## src/shared/exec_map.vh

```
// constants for the rotate, subtract and sleep execution block
`ifndef EXEC_MAP_VH
`define EXEC_MAP_VH
`define OP_NONE 3'h0
`define OP_ROT_LEFT 3'h1
`define OP_ROT_RIGHT 3'h2
`define OP_LIT_SUB 3'h3
`define OP_REG_SUB 3'h4
`define OP_SLEEP 3'h5
`define DEST_ACC 1'h0
`define DEST_FILE 1'h1
`define FILE_ADDR_MAX 7'h7f
`define ACC_RST 8'h00
`define CARRY_RST 1'h0
`define NIBBLE_RST 1'h0
`define ZERO_RST 1'h0
`define TIMEOUT_RST 1'h1
`define PDOWN_RST 1'h1
`define WDOG_ZERO 8'h00
`define PRESC_ZERO 8'h00
`define OSC_RST 1'h1
`define WE_RST 1'h0
`define WADDR_RST 7'h00
`define WDATA_RST 8'h00
`define WCLR_RST 1'h0
`define PRESC_WRAP 8'hff
`endif

```

## src/verilog/sub_unit.v

```verilog
// 8-bit a minus b by two's complement with carry and nibble borrow flags
`timescale 1ns/100ps
`default_nettype none
module sub_unit (
  // operands
  input wire [7:0] a,
  input wire [7:0] b,
  // result and flags
  output wire [7:0] diff,
  output wire carry,
  output wire nibble,
  output wire zero
);
  wire [8:0] full;
  wire [4:0] low;
  // carry set means no borrow
  assign full = {1'h0, a} + {1'h0, ~b} + 9'h001;
  assign low = {1'h0, a[3:0]} + {1'h0, ~b[3:0]} + 5'h01;
  assign diff = full[7:0];
  assign carry = full[8];
  assign nibble = low[4];
  assign zero = (full[7:0] == 8'h00);
endmodule
`default_nettype wire

```

## src/verilog/exec_core.v

```verilog
// execution logic for rotate, subtract and sleep instructions
// How it works
// - file operand is a 7-bit address 0..127; destination select 0 or 1
// - select 0 writes accumulator, select 1 writes back the addressed file register
// - rotate left: old carry into bit 0, bit 7 to carry; only carry changes
// - rotate right: old carry into bit 7, bit 0 to carry; only carry changes
// - sleep zeroes the watchdog counter and its prescaler
// - sleep sets timeout flag to 1 and clears power-down flag
// - after sleep the core idles with the oscillator halted
// - literal minus accumulator into accumulator, updating carry, nibble and zero
// - literal subtract: carry and nibble bit clear only on borrow
// - register minus accumulator to selected destination, updating three flags
// - register subtract: carry and nibble bit clear only on borrow
`timescale 1ns/100ps
`default_nettype none
`include "exec_map.vh"
module exec_core (
  // clock and reset
  input wire mclk,
  input wire rstn,
  // decoded instruction
  input wire [2:0] op,
  input wire op_valid,
  input wire [6:0] file_addr,
  input wire dest_sel,
  input wire [7:0] literal,
  // file register read data for file_addr, same cycle
  input wire [7:0] file_rdata,
  // file register write back
  output reg file_we,
  output reg [6:0] file_waddr,
  output reg [7:0] file_wdata,
  // accumulator and status
  output wire [7:0] accumulator,
  output wire carry_flag,
  output wire nibble_ripple_bit,
  output wire zero_flag,
  output wire timeout_flag,
  output wire power_down_flag,
  // watchdog clear and sleep state
  output reg watchdog_clear,
  output wire [7:0] watchdog_counter,
  output wire [7:0] prescaler,
  output wire sleeping,
  output wire osc_enable
);
  // run or sleep state codes
  localparam ST_RUN = 1'h0;
  localparam ST_SLEEP = 1'h1;
  // instruction decode; a sleeping core ignores instructions
  wire run;
  wire is_rot_left;
  wire is_rot_right;
  wire is_lit_sub;
  wire is_reg_sub;
  wire is_sleep;
  wire is_rotate;
  wire is_subtract;
  wire dest_is_file;
  // accumulator and arithmetic flags
  reg [7:0] acc_q;
  reg [7:0] acc_d;
  reg c_q;
  reg c_d;
  reg nib_q;
  reg nib_d;
  reg z_q;
  reg z_d;
  // sleep status flags
  reg tmo_q;
  reg tmo_d;
  reg pdn_q;
  reg pdn_d;
  // run or sleep state and oscillator gate
  reg st_q;
  reg st_d;
  reg osc_q;
  reg osc_d;
  // watchdog model
  reg [7:0] wdog_q;
  reg [7:0] wdog_d;
  reg [7:0] pre_q;
  reg [7:0] pre_d;
  reg wclr_d;
  // file register write port
  reg we_d;
  reg [6:0] wa_d;
  reg [7:0] wd_d;
  // result path
  reg [7:0] rot_res;
  reg rot_carry;
  reg [7:0] res;
  reg [7:0] sub_a;
  wire [7:0] sub_diff;
  wire sub_carry;
  wire sub_nib;
  wire sub_zero;

  assign run = op_valid && (st_q == ST_RUN);
  assign is_rot_left = run && (op == `OP_ROT_LEFT);
  assign is_rot_right = run && (op == `OP_ROT_RIGHT);
  assign is_lit_sub = run && (op == `OP_LIT_SUB);
  assign is_reg_sub = run && (op == `OP_REG_SUB);
  assign is_sleep = run && (op == `OP_SLEEP);
  assign is_rotate = is_rot_left || is_rot_right;
  assign is_subtract = is_lit_sub || is_reg_sub;
  assign dest_is_file = (dest_sel == `DEST_FILE);

  // one subtractor shared by both subtract forms
  sub_unit u_sub (
    .a(sub_a),
    .b(acc_q),
    .diff(sub_diff),
    .carry(sub_carry),
    .nibble(sub_nib),
    .zero(sub_zero)
  );

  always @* begin
    if (is_lit_sub) begin
      sub_a = literal;
    end else begin
      sub_a = file_rdata;
    end
  end

  // rotate through carry
  always @* begin
    rot_res = file_rdata;
    rot_carry = c_q;
    if (is_rot_left) begin
      rot_res = {file_rdata[6:0], c_q};
      rot_carry = file_rdata[7];
    end else if (is_rot_right) begin
      rot_res = {c_q, file_rdata[7:1]};
      rot_carry = file_rdata[0];
    end
  end

  always @* begin
    if (is_rotate) begin
      res = rot_res;
    end else begin
      res = sub_diff;
    end
  end

  // accumulator takes literal results and file-form results with select 0
  always @* begin
    acc_d = acc_q;
    if (is_lit_sub) begin
      acc_d = sub_diff;
    end else if ((is_rotate || is_reg_sub) && !dest_is_file) begin
      acc_d = res;
    end
  end

  // carry is the only flag a rotate touches
  always @* begin
    c_d = c_q;
    if (is_rotate) begin
      c_d = rot_carry;
    end else if (is_lit_sub) begin
      c_d = sub_carry;
    end else if (is_reg_sub) begin
      c_d = sub_carry;
    end
  end

  always @* begin
    nib_d = nib_q;
    if (is_lit_sub) begin
      nib_d = sub_nib;
    end else if (is_reg_sub) begin
      nib_d = sub_nib;
    end
  end

  always @* begin
    z_d = z_q;
    if (is_subtract) begin
      z_d = sub_zero;
    end
  end

  always @* begin
    tmo_d = tmo_q;
    pdn_d = pdn_q;
    if (is_sleep) begin
      tmo_d = 1'h1;
      pdn_d = 1'h0;
    end
  end

  // only reset leaves sleep; wake-up sources live outside this block
  always @* begin
    st_d = st_q;
    case (st_q)
      ST_RUN: begin
        if (is_sleep) begin
          st_d = ST_SLEEP;
        end
      end
      ST_SLEEP: begin
        st_d = ST_SLEEP;
      end
      default: begin
        st_d = ST_RUN;
      end
    endcase
  end

  // gate from a flop so the oscillator stop carries no glitch
  always @* begin
    osc_d = (st_d == ST_RUN);
  end

  // counter freezes in sleep; a real wake timer would keep running
  always @* begin
    pre_d = pre_q;
    wdog_d = wdog_q;
    wclr_d = 1'h0;
    if (is_sleep) begin
      pre_d = `PRESC_ZERO;
      wdog_d = `WDOG_ZERO;
      wclr_d = 1'h1;
    end else if (st_q == ST_RUN) begin
      pre_d = pre_q + 8'h01;
      if (pre_q == `PRESC_WRAP) begin
        wdog_d = wdog_q + 8'h01;
      end
    end
  end

  // write data holds between writes to save toggling
  always @* begin
    we_d = 1'h0;
    wa_d = file_addr;
    wd_d = file_wdata;
    if ((is_rotate || is_reg_sub) && dest_is_file) begin
      we_d = 1'h1;
      wd_d = res;
    end
  end

  always @(posedge mclk or negedge rstn) begin
    if (!rstn) begin
      acc_q <= `ACC_RST;
      c_q <= `CARRY_RST;
      nib_q <= `NIBBLE_RST;
      z_q <= `ZERO_RST;
    end else begin
      acc_q <= acc_d;
      c_q <= c_d;
      nib_q <= nib_d;
      z_q <= z_d;
    end
  end

  always @(posedge mclk or negedge rstn) begin
    if (!rstn) begin
      tmo_q <= `TIMEOUT_RST;
      pdn_q <= `PDOWN_RST;
    end else begin
      tmo_q <= tmo_d;
      pdn_q <= pdn_d;
    end
  end

  always @(posedge mclk or negedge rstn) begin
    if (!rstn) begin
      st_q <= ST_RUN;
      osc_q <= `OSC_RST;
    end else begin
      st_q <= st_d;
      osc_q <= osc_d;
    end
  end

  always @(posedge mclk or negedge rstn) begin
    if (!rstn) begin
      wdog_q <= `WDOG_ZERO;
      pre_q <= `PRESC_ZERO;
      watchdog_clear <= `WCLR_RST;
    end else begin
      wdog_q <= wdog_d;
      pre_q <= pre_d;
      watchdog_clear <= wclr_d;
    end
  end

  always @(posedge mclk or negedge rstn) begin
    if (!rstn) begin
      file_we <= `WE_RST;
      file_waddr <= `WADDR_RST;
      file_wdata <= `WDATA_RST;
    end else begin
      file_we <= we_d;
      file_waddr <= wa_d;
      file_wdata <= wd_d;
    end
  end

  assign accumulator = acc_q;
  assign carry_flag = c_q;
  assign nibble_ripple_bit = nib_q;
  assign zero_flag = z_q;
  assign timeout_flag = tmo_q;
  assign power_down_flag = pdn_q;
  assign watchdog_counter = wdog_q;
  assign prescaler = pre_q;
  assign sleeping = (st_q == ST_SLEEP);
  assign osc_enable = osc_q;
endmodule
`default_nettype wire

```

## config.mk

```make
export PLATFORM = sky130hd
export DESIGN_NAME = exec_core
export DESIGN_NICKNAME = d
export VERILOG_FILES = /design/src/verilog/sub_unit.v /design/src/verilog/exec_core.v
export VERILOG_INCLUDE_DIRS = /design/src /design/src/shared
export SDC_FILE = /design/constraint.sdc
export NUM_CORES = 1
export LEC_CHECK = 0
export CAP_MARGIN = 20
export CORE_MARGIN = 10
export CORE_UTILIZATION = 45
export CTS_BUF_LIST = sky130_fd_sc_hd__clkbuf_16
export DETAILED_ROUTE_END_ITERATION = 16
export DONT_BUFFER_PORTS = 1
export GPL_TIMING_DRIVEN = 0
export MAX_ROUTING_LAYER = met4
export SLEW_MARGIN = 20
export SYNTH_ARGS = -nofsm -noshare
export SYNTH_HDL_FRONTEND = slang
export SYNTH_SLANG_ARGS = --single-unit
```

## constraint.sdc

```tcl
create_clock -name mclk -period 3.6 [get_ports mclk]
set_input_delay 0.72 -clock mclk [delete_from_list [all_inputs] [get_ports mclk]]
set_output_delay 0.72 -clock mclk [all_outputs]
set_load 0.005 [all_outputs]
```

==> results.md, run 1 <==
* Largest net degree at the start of global routing at 48
* Clock Sinks at 47
* Area grow syn2layout at 10.3%
* Ys Warns at 0
* Sw Pwr at 943 uW
* First-pass GRT wire length at 12.1 mm
* Netlist cell types at 66
* Post-Route WL at 7.40 mm
* Multi-input gate area at 0.00149 mm2
* Hold slack at 0.122 ns
* R2R cell count at 14
* Synth Register Bits at 47
* Synth top area cells: dfrtp_1 41%, nand2_1 6.6%, ha_1 4.5%
* Reg2reg start: sleeping$_DFF_PN0_
* Share of Yosys cell area claimed by the top area cell type at 40.5%
* Post-synth top flop: dfrtp_1
* Clk buf depth at 2
* Reg area at 0.00118 mm2
* I/O pin cnt at 78
* Count of final setup violators at 0
* # H-tree levels at 2
* CP peak stage delay at 0.40 ns
* Vias per cell at 5.70
* Root Buffer: clkbuf_16
* Max-cap check violation count at 0
* Critical Path AT at 3.51 ns
* Filler Cell Count at 568
* Hold Path Class: in2async
* Pre-antenna DRT Iters at 4
* Slew Viols, Final at 0
* Ratio of final minimum period to clock period at 93.4%
* GRT Util Overall at 15.6%
* Status: complete, no violations
* RR Endpoint: accumulator[6]$_DFFE_PN0P_
* FMAX at between 200 and 300 MHz
* Power Internal at 1350 uW
* Worst slew pin tran at approximately 0.58 ns
* Crit-path max FO at 10
* Die Area at 0.00972 mm2
* Die H at roughly 100 um
* Die Width at 98.6 um
* Tmin final at roughly 3.4 ns
* CTS buffer count at 5
* Async S/R FF share, synth at 100%
* Routed Antenna Nets at 0
* Clock-pin transition on the worst setup and hold timing paths at roughly 0.060 ns
* Top-count cell post-synth: nand2_1
* PortBufs at 0
* Worst skew pair latency at between 0.2 and 0.3 ns
* Critical path cell sequence: buf_2 > buf_2 > nand3_1 > buf_4 > mux2i_1 > ha_1 > inv_1 > fa_1 > a21o_1 > a22o_2 > nor2_4 > xnor2_2 > a221oi_2 > o21ai_0
* Cell Count, Final, Fillers Out at 392
* Net count after synthesis at 349
* Syn_area_per_cell at between 9 and 10 um2
* Routed vias at 2,235
* Commonest cells post-synth: 49 x nand2_1, 45 x dfrtp_1, 30 x nor2_1, 21 x o21ai_0, 12 x inv_1
* Netlist Area Pre-Place at approximately 0.0028 mm2
* TritonCTS clock tree: built
* Initial Util at 46.6%
* Total design power at 2290 uW
* Worst EP required at ~3.8 ns
* Initial DRC Count at 161
* Pwr Density at 748 mW/mm2
* CP dominant cell by count: buf_2
* Final Hold Violating Endpoints at 0
* CTS hold repair buffers at 0
* Post-synthesis sequential area ratio at 42.4%
* Post-Route Skew at approximately 0.0033 ns
* DP HPWL at ~5.7 mm
* CP startpoint kind: input port
* Reg power frac at 39.0%
* Comb power frac at 41.0%
* Leakage at 0.00139 uW
* Post-DR wirelength/cell at 18.9 um
* Global route overflow at 0
* CP max stage cell: fa_1
* Std cell rows at 28
* Share of cells above drive strength 1 at a little over an eighth
* Cell taking the most area after synthesis: dfrtp_1
* Critical path's top delay family: compound AO/OA/AOI/OAI gates
* VDD IR max at around 0.52 mV
* Core Util, Final at 51.4%
* Vias in the first global route at 2,238
* Nets at 357
* Placed cell count at ~380
* Residual DRC at 0
* Clock power frac at 20.0%
* Post-synth EDFFs at 0
* Initial antenna violation count at 0
* Synth Instances at 308
* Core region area at 0.00596 mm2
* WS Path Type: in2reg
* Sw Ratio at about two fifths
* Max-slew headroom at 61.2%
* Flop2flop setup slack at approximately 0.24 ns
* Worst setup EP type: flop
* GP Congestion at 0.889
* Critical path buffers and inverters at 4
* Ant diodes at 0
stage by stage:
| step | setup WS (ns) | TNS [ns] | cell area, um2 |
|---|---|---|---|
| floorplan | 0.182 | 0 | 2780 |
| global placement | -0.648 | -2.86 | 2870 |
| detailed placement | -0.648 | -2.92 | 2870 |
| CTS | 0.0206 | 0 | 3040 |
| global route | -0.00690 | -0.00690 | 3060 |
| finish | 0.236 | 0 | 3060 |
sequential cells by signal, indices dropped and copies added, names as in the netlist:
| register | cells |
|---|---|
| file_wdata | 8 |
| accumulator | 8 |
| osc_enable | 1 |
| watchdog_counter | 8 |
| watchdog_clear | 1 |
| prescaler | 8 |
| carry_flag | 1 |
| nibble_ripple_bit | 1 |
| file_we | 1 |
| file_waddr | 7 |
| power_down_flag | 1 |
| sleeping | 1 |
| zero_flag | 1 |
worst max-delay path by stage:
stage	start	end	slack, ns	depth (start not counted)
CTS	sleeping$_DFF_PN0_	accumulator[6]$_DFFE_PN0P_	0.02	14
detailed placement	op[2]	accumulator[4]$_DFFE_PN0P_	-0.65	14
global placement	op[2]	accumulator[4]$_DFFE_PN0P_	-0.65	14
finish	op[1]	accumulator[6]$_DFFE_PN0P_	0.24	14
floorplan	op[1]	accumulator[4]$_DFFE_PN0P_	0.18	14
global route	sleeping$_DFF_PN0_	file_wdata[5]$_DFFE_PN0P_	-0.007	12
power groups by stage:
stage          combinational [uW]  sequential [uW]  clock, uW
5_1_grt                      1060              930        492
4_1_cts                       908              904        470
3_5_place_dp                  878              912          0
6_report                      939              894        457
2_1_floorplan                 710              838          0
3_3_place_gp                  870              907          0
what timing repair did:
action                     4_1_cts  5_1_grt
setup buffers                    0        1
gates resized for setup          6        8
pin swaps                        0        2
setup endpoints to repair        8        9
cells in the final DEF (no fill, tap or decap), types with 6 or more instances in the layout:
cell / instances
xor2_1: 9
nor2_1: 30
dfrtp_1: 44
nand2_1: 49
nand3_1: 6
and3_1: 9
ha_1: 10
a21oi_1: 7
o21ai_0: 20
inv_1: 13
per-layer routing:
| layer | part of all wire [%] | GRT usage [%] | vias to the layer above |
|---|---|---|---|
| met3 | 8.7 | 5.10 | 9 |
| met1 | 45 | 19.8 | 1055 |
| met4 | 1.2 | 4.85 | 0 |
| met2 | 45 | 23.1 | 76 |
| li1 | - | - | 1095 |
| met5 | 0 | - | - |
cells by family (layout without fill, tap and decap cells):
logic type | after synthesis | after routing | share of synthesized area, %
AND/OR/NAND/NOR | 132 | 132 | 23.4
AO/OA/AOI/OAI | 70 | 70 | 17.5
flip-flops | 47 | 47 | 42.4
buffers and inverters | 28 | 37 | 4.86
XOR/XNOR | 16 | 16 | 5.32
adder cells (fa/ha/maj) | 11 | 11 | 5.23
multiplexers | 3 | 3 | 1.13
other | 1 | 1 | 0.135
cell type report:
class,count,area share (%)
clock inverter,3,0.694
buffer,15,3.15
inverter,13,1.59
clock buffer,5,4.08
sequential,47,38.5
tap,75,3.06
timing repair buffer,1,0.245
multi-input combinational,233,48.7
Note: power is estimated with default switching activity, not from simulation.
==> run 2, diff against run 1 <==
- CORE_MARGIN: 10 -> default
==> run 2 against run 1 <==
Net effect:
- via count up 0.76%
- non-clock buffer count rose by 2
- clock skew grew 0.0016 ns
- critical path depth unchanged
- wire length shrank 7.8%
- sequential share of layout area grew 0.095 points
- final area shrank 0.25%
- utilization increased by 0.18 points
- critical endpoint unchanged
- hold slack hardly changed
- largest cell class unchanged
- maximum frequency shrank 1.3%
==> results.md, run 2 (same netlist as run 1, synthesis figures left out) <==
* Core region area at 0.00592 mm2 (was 0.00596 mm2)
* CP peak stage delay at 0.47 ns (was 0.40 ns)
* Crit-path max FO at 10 (unchanged)
* Die H at 80.6 um (was 98.6 um)
* FMAX at 293 MHz (was 297 MHz)
* Multi-input gate area at 0.00147 mm2 (was 0.00149 mm2)
* TritonCTS clock tree: built (unchanged)
* Status: complete, no violations (unchanged)
* Pre-CTS setup slack at -0.554 ns (was -0.648 ns)
* Std cell rows at 28 (unchanged)
* PortBufs at 0 (unchanged)
* Worst slew pin tran at 0.603 ns (was 0.580 ns)
* CP startpoint kind: flop (was input port)
* CTS buffer count at 5 (unchanged)
* Area grow syn2layout at 10.0% (was 10.3%)
* Post-Route WL at 6.82 mm (was 7.40 mm)
* Clock Sinks at 47 (unchanged)
* # H-tree levels at 2 (unchanged)
* RSZ-0062 raised after global routing: no
* Worst skew pair latency at 0.28 ns (was 0.29 ns)
* Largest net degree at the start of global routing at 48 (unchanged)
* Worst setup EP type: flop (unchanged)
* Final Hold Violating Endpoints at 0 (unchanged)
* Critical path cell sequence: nor3b_2 > buf_4 > nand3_1 > buf_4 > mux2i_1 > ha_1 > inv_1 > fa_1 > a21o_1 > a22o_2 > nor2_4 > xnor2_2 > a221oi_2 > o21ai_0 (was buf_2 > buf_2 > nand3_1 > buf_4 > mux2i_1 > ha_1 > inv_1 > fa_1 > a21o_1 > a22o_2 > nor2_4 > xnor2_2 > a221oi_2 > o21ai_0)
* Count of final setup violators at 0 (unchanged)
* Leakage at 0.00139 uW (about the same)
* Ratio of final minimum period to clock period at 94.7% (was 93.4%)
* Vias in the first global route at 2,098 (was 2,238)
* Most common cell after layout, fill and taps aside: nand2_1 (unchanged)
* I/O pin cnt at 78 (unchanged)
* Tmin final at 3.41 ns (was 3.36 ns)
* DP HPWL at 5.10 mm (was 5.73 mm)
* Pre-antenna DRT Iters at 5 (was 4)
* Pwr Density at 747 mW/mm2 (was 748 mW/mm2)
* Max-slew headroom at 59.7% (was 61.2%)
* Post-Route Skew at 0.00493 ns (was 0.00328 ns)
* WS Path Type: reg2reg (was in2reg)
* Root Buffer: clkbuf_16 (unchanged)
* Residual DRC at 0 (unchanged)
* Worst EP required at 3.75 ns (about the same)
* Routed vias at 2,252 (was 2,235)
* Vias per cell at 5.72 (was 5.70)
* VDD IR max at 0.364 mV (was 0.524 mV)
* Clk buf depth at 2 (unchanged)
* Clock-pin transition on the worst setup and hold timing paths at 0.07 ns (was 0.06 ns)
* GRT Util Overall at 22.8% (was 15.6%)
* CP max stage cell: dfrtp_2 (was fa_1)
* Commonest non-fill, non-tap cells in the layout: 49 x nand2_1, 44 x dfrtp_1, 30 x nor2_1 (unchanged)
* Share of cells above drive strength 1 at 13.5% (was 13.6%)
* Ant diodes at 0 (unchanged)
* Die Area at 0.00649 mm2 (was 0.00972 mm2)
* Reg area at 0.00118 mm2 (unchanged)
* Initial Util at 46.9% (was 46.6%)
* GP Congestion at 0.865 (was 0.889)
* Initial antenna violation count at 0 (unchanged)
* Post-DR wirelength/cell at 17.3 um (was 18.9 um)
* Hold Path Class: in2async (unchanged)
* CP dominant cell by count: buf_4 (was buf_2)
* Routed Antenna Nets at 0 (unchanged)
* Critical Path AT at 3.56 ns (was 3.51 ns)
* Global route overflow at 0 (unchanged)
* Die Width at 80.6 um (was 98.6 um)
* Final instance area at 0.00306 mm2 (about the same)
* Nets at 359 (was 357)
* Max-cap check violation count at 0 (unchanged)
* Final WS setup at 0.190 ns (was 0.236 ns)
* Slew Viols, Final at 0 (unchanged)
* Initial DRC Count at 177 (was 161)
* Filler Cell Count at 557 (was 568)
* CTS hold repair buffers at 0 (unchanged)
* First-pass GRT wire length at 10.9 mm (was 12.1 mm)
* DP Area at 0.00287 mm2 (unchanged)
## run 2: cell types whose count changed in the layout (fill, tap and decap cells not counted), sizes merged
cell | before | now
buf | 11 | 13
clkinv | 2 | 0
clkinvlp | 0 | 1
inv | 14 | 15
## run 2: layout make-up
type                    instances  area share, %
flip-flops and latches         47           38.6
plain buffers                  15           3.03
repair buffers                  3          0.737
clock inverters                 3          0.655
multi-input cells             233           48.2
inverters                      13           1.60
well taps                      75           3.07
clock buffers                   5           4.10
## run 2: report_power, final
group | internal (uW) | switching [uW]
Sequential | 696 | 181
Clock | 257 | 198
Combinational | 403 | 547
Total | 1360 | 926
## run 2: metrics by stage
step	total power [uW]	cells	hold WS, ns	TNS, ns	util [%]
floorplan	1550	308	0.424	0	-
global route	2450	394	0.109	0	51.6
CTS	2280	393	0.120	0	51.4
finish	2280	394	0.122	0	51.6
global placement	1760	383	0.425	-3.44	48.5
detailed placement	1770	383	0.425	-3.25	48.5
## run 2: timing repair
action,4_1_cts,5_1_grt
pin swaps,1,2
buffers inserted,2,1
resized for setup,5,3
endpoints found under the setup margin,9,8
hold endpoints to repair,0,0
## run 2: metal layers
metal | routed length, um | global-route usage, % | vias up
li1 | - | - | 1098
met1 | 3070 | 30.6 | 1064
met2 | 3050 | 34.0 | 88
met3 | 661 | 6.48 | 2
met4 | 36 | 5.54 | 0
met5 | 0 | - | -
## run 2: critical path, delay by kind of cell (launching register included)
family / cells / cell delay [ns]
buffers and inverters: 3 / 0.49
AOI/OAI and AO/OA: 4 / 0.95
muxes: 1 / 0.17
xor gates and xnor gates: 1 / 0.10
and+or+nand+nor: 3 / 0.50
DFF: 1 / 0.47
adders and majority gates: 2 / 0.60
## run 2: final timing paths
kind | start | to | slack (ns) | cells past startpoint
max reg2reg | sleeping$_DFF_PN0_ | accumulator[6]$_DFFE_PN0P_ | 0.19 | 14
max in group asynchronous | rstn | power_down_flag$_DFFE_PN1P_ | 3.29 | 0
min in group mclk | file_addr[0] | file_waddr[0]$_DFF_PN0_ | 0.46 | 0
min reg2reg | power_down_flag$_DFFE_PN1P_ | power_down_flag$_DFFE_PN1P_ | 0.50 | 1
max | sleeping$_DFF_PN0_ | accumulator[6]$_DFFE_PN0P_ | 0.19 | 14
min | rstn | watchdog_counter[5]$_DFFE_PN0P_ | 0.12 | 0
==> run 3, diff against run 2 <==
- MAX_ROUTING_LAYER: met4 -> default
==> run 3 against run 2 <==
Net effect:
- final area unchanged
- cell count unchanged
- global-route usage decreased by 0.56 points
- sequential power barely moved
- maximum frequency decreased by 0.15%
==> results.md, run 3 (same netlist as run 1, synthesis figures left out) <==
* Max-slew headroom at 61.5% (was 59.7%)
* Root Buffer: clkbuf_16 (unchanged)
* Max-cap check violation count at 0 (unchanged)
* GRT Util Overall at 22.3% (was 22.8%)
* Post-Route WL at 6.83 mm (was 6.82 mm)
* CP startpoint kind: flop (unchanged)
* Initial Util at 46.9% (unchanged)
* Vias per cell at 5.72 (about the same)
* Share of cells above drive strength 1 at 13.5% (unchanged)
* CTS buffer count at 5 (unchanged)
* Die H at 80.6 um (unchanged)
* Core region area at 0.00592 mm2 (unchanged)
* Hold Path Class: in2async (unchanged)
* Met2 WL at 3.03 mm (was 3.05 mm)
* Pwr Density at 746 mW/mm2 (was 747 mW/mm2)
* First-pass GRT wire length at 10.9 mm (about the same)
* Uppermost layer routed: met4 (unchanged)
* FMAX at 293 MHz (about the same)
* Cell Count, Final, Fillers Out at 394 (unchanged)
* Clock Sinks at 47 (unchanged)
* TritonCTS clock tree: built (unchanged)
* Post-Route Skew at 0.00427 ns (was 0.00493 ns)
* Worst slew pin tran at 0.574 ns (was 0.603 ns)
* Clock-pin transition on the worst setup and hold timing paths at 0.07 ns (about the same)
* Final Hold Violating Endpoints at 0 (unchanged)
* Reg2reg start: sleeping$_DFF_PN0_ (unchanged)
* Leakage at 0.00139 uW (unchanged)
* Nets at 359 (unchanged)
* Worst setup EP type: flop (unchanged)
* Commonest non-fill, non-tap cells in the layout: 49 x nand2_1, 44 x dfrtp_1, 30 x nor2_1 (unchanged)
* Std cell rows at 28 (unchanged)
* WS Path Type: reg2reg (unchanged)
* Most common cell after layout, fill and taps aside: nand2_1 (unchanged)
* Ratio of final minimum period to clock period at 94.9% (was 94.7%)
* RSZ-0062 raised after global routing: no (unchanged)
* Status: complete, no violations (unchanged)
* Initial DRC Count at 195 (was 177)
* Pre-antenna DRT Iters at 5 (unchanged)
* GP Congestion at 0.851 (was 0.865)
* Area grow syn2layout at 10.0% (unchanged)
* Slew Viols, Final at 0 (unchanged)
* Residual DRC at 0 (unchanged)
* Worst skew pair latency at 0.28 ns (about the same)
* Routed wl met3 at 588 um (was 661 um)
* Die Width at 80.6 um (unchanged)
* Filler Cell Count at 557 (unchanged)
* Post-DR wirelength/cell at 17.3 um (about the same)
* CTS hold repair buffers at 0 (unchanged)
* I/O pin cnt at 78 (unchanged)
* Placed cell count at 383 (unchanged)
* DP HPWL at 5.10 mm (unchanged)
* Crit-path max FO at 10 (unchanged)
* Vias in the first global route at 2,090 (was 2,098)
* Global route overflow at 0 (unchanged)
* VDD IR max at 0.364 mV (about the same)
* Routed vias at 2,254 (was 2,252)
* Ant diodes at 0 (unchanged)
* Largest net degree at the start of global routing at 48 (unchanged)
* Crit. Startpoint: sleeping$_DFF_PN0_ (unchanged)
* M1 wire length at 3.18 mm (was 3.07 mm)
* Clk buf depth at 2 (unchanged)
* PortBufs at 0 (unchanged)
* Die Area at 0.00649 mm2 (unchanged)
* Routed Antenna Nets at 0 (unchanged)
* Worst EP required at 3.75 ns (about the same)
* Critical Path AT at 3.56 ns (about the same)
* Tmin final at 3.42 ns (was 3.41 ns)
* Count of final setup violators at 0 (unchanged)
* Total design power at 2280 uW (about the same)
* Initial antenna violation count at 0 (unchanged)
* # H-tree levels at 2 (unchanged)
[run 3: cell counts in the layout (fill, tap and decap cells not counted)]
Identical to the previous run, type by type.
[run 3: where the power goes]
group / total [uW] / switching (uW) / internal (uW)
logic: 950 / 547 / 403
clock network: 455 / 197 / 257
registers: 877 / 180 / 696
total: 2280 / 924 / 1360
[run 3: path summary, 6_finish.rpt]
| check | end | slack (ns) | depth (start not counted) |
|---|---|---|---|
| worst max-delay path | accumulator[4]$_DFFE_PN0P_ | 0.18 | 15 |
| worst min-delay path | watchdog_counter[5]$_DFFE_PN0P_ | 0.12 | 0 |
| worst max register to register | accumulator[4]$_DFFE_PN0P_ | 0.18 | 15 |
| worst min register to register | power_down_flag$_DFFE_PN1P_ | 0.50 | 1 |
| max in group asynchronous | power_down_flag$_DFFE_PN1P_ | 3.29 | 0 |
| min in group mclk | file_waddr[0]$_DFF_PN0_ | 0.46 | 0 |
[run 3: layout make-up]
class / instances / area [um2] / share of cell area (%)
multi-input cells: 233 / 1470 / 48.2
flip-flops and latches: 47 / 1180 / 38.6
clock buffers: 5 / 125 / 4.10
well taps: 75 / 93.8 / 3.07
plain buffers: 15 / 92.6 / 3.03
inverters: 13 / 48.8 / 1.60
repair buffers: 3 / 22.5 / 0.737
clock inverters: 3 / 20.0 / 0.655
[run 3: critical path, cell delays in order (launching register included)]
cell and delay, ns:
dfrtp_2 0.47, nor3b_2 0.23, buf_4 0.21, nand3_1 0.15
buf_4 0.22, mux2i_1 0.17, ha_1 0.20, inv_1 0.06
fa_1 0.39, a21o_1 0.23, a21oi_2 0.19, xor2_1 0.26
buf_4 0.16, a21oi_1 0.05, o21ai_1 0.13, o221ai_1 0.16
[run 3: stage by stage]
stage	hold slack (ns)	util, %	setup TNS (ns)	worst slack (ns)	instance area, um2
finish	0.123	51.6	0	0.185	3060
global route	0.108	51.6	0	0.0185	3060
CTS	0.120	51.4	0	0.0380	3040
detailed placement	0.425	48.5	-3.25	-0.554	2870
global placement	0.425	48.5	-3.44	-0.577	2870
floorplan	0.424	-	0	0.182	2780
[run 3: timing repair]
action | in CTS | in global routing
pin swaps | 1 | 2
buffers inserted | 2 | 1
endpoints found under the hold margin | 0 | 0
resized for setup | 5 | 3
setup endpoints to repair | 9 | 8
cloned | 0 | 0
[run 3: per-layer routing]
metal	vias to the layer above	global-route usage [%]
met1	1065	30.8
met2	90	33.7
met3	2	6.70
met5	-	0
met4	0	5.54
li1	1097	-
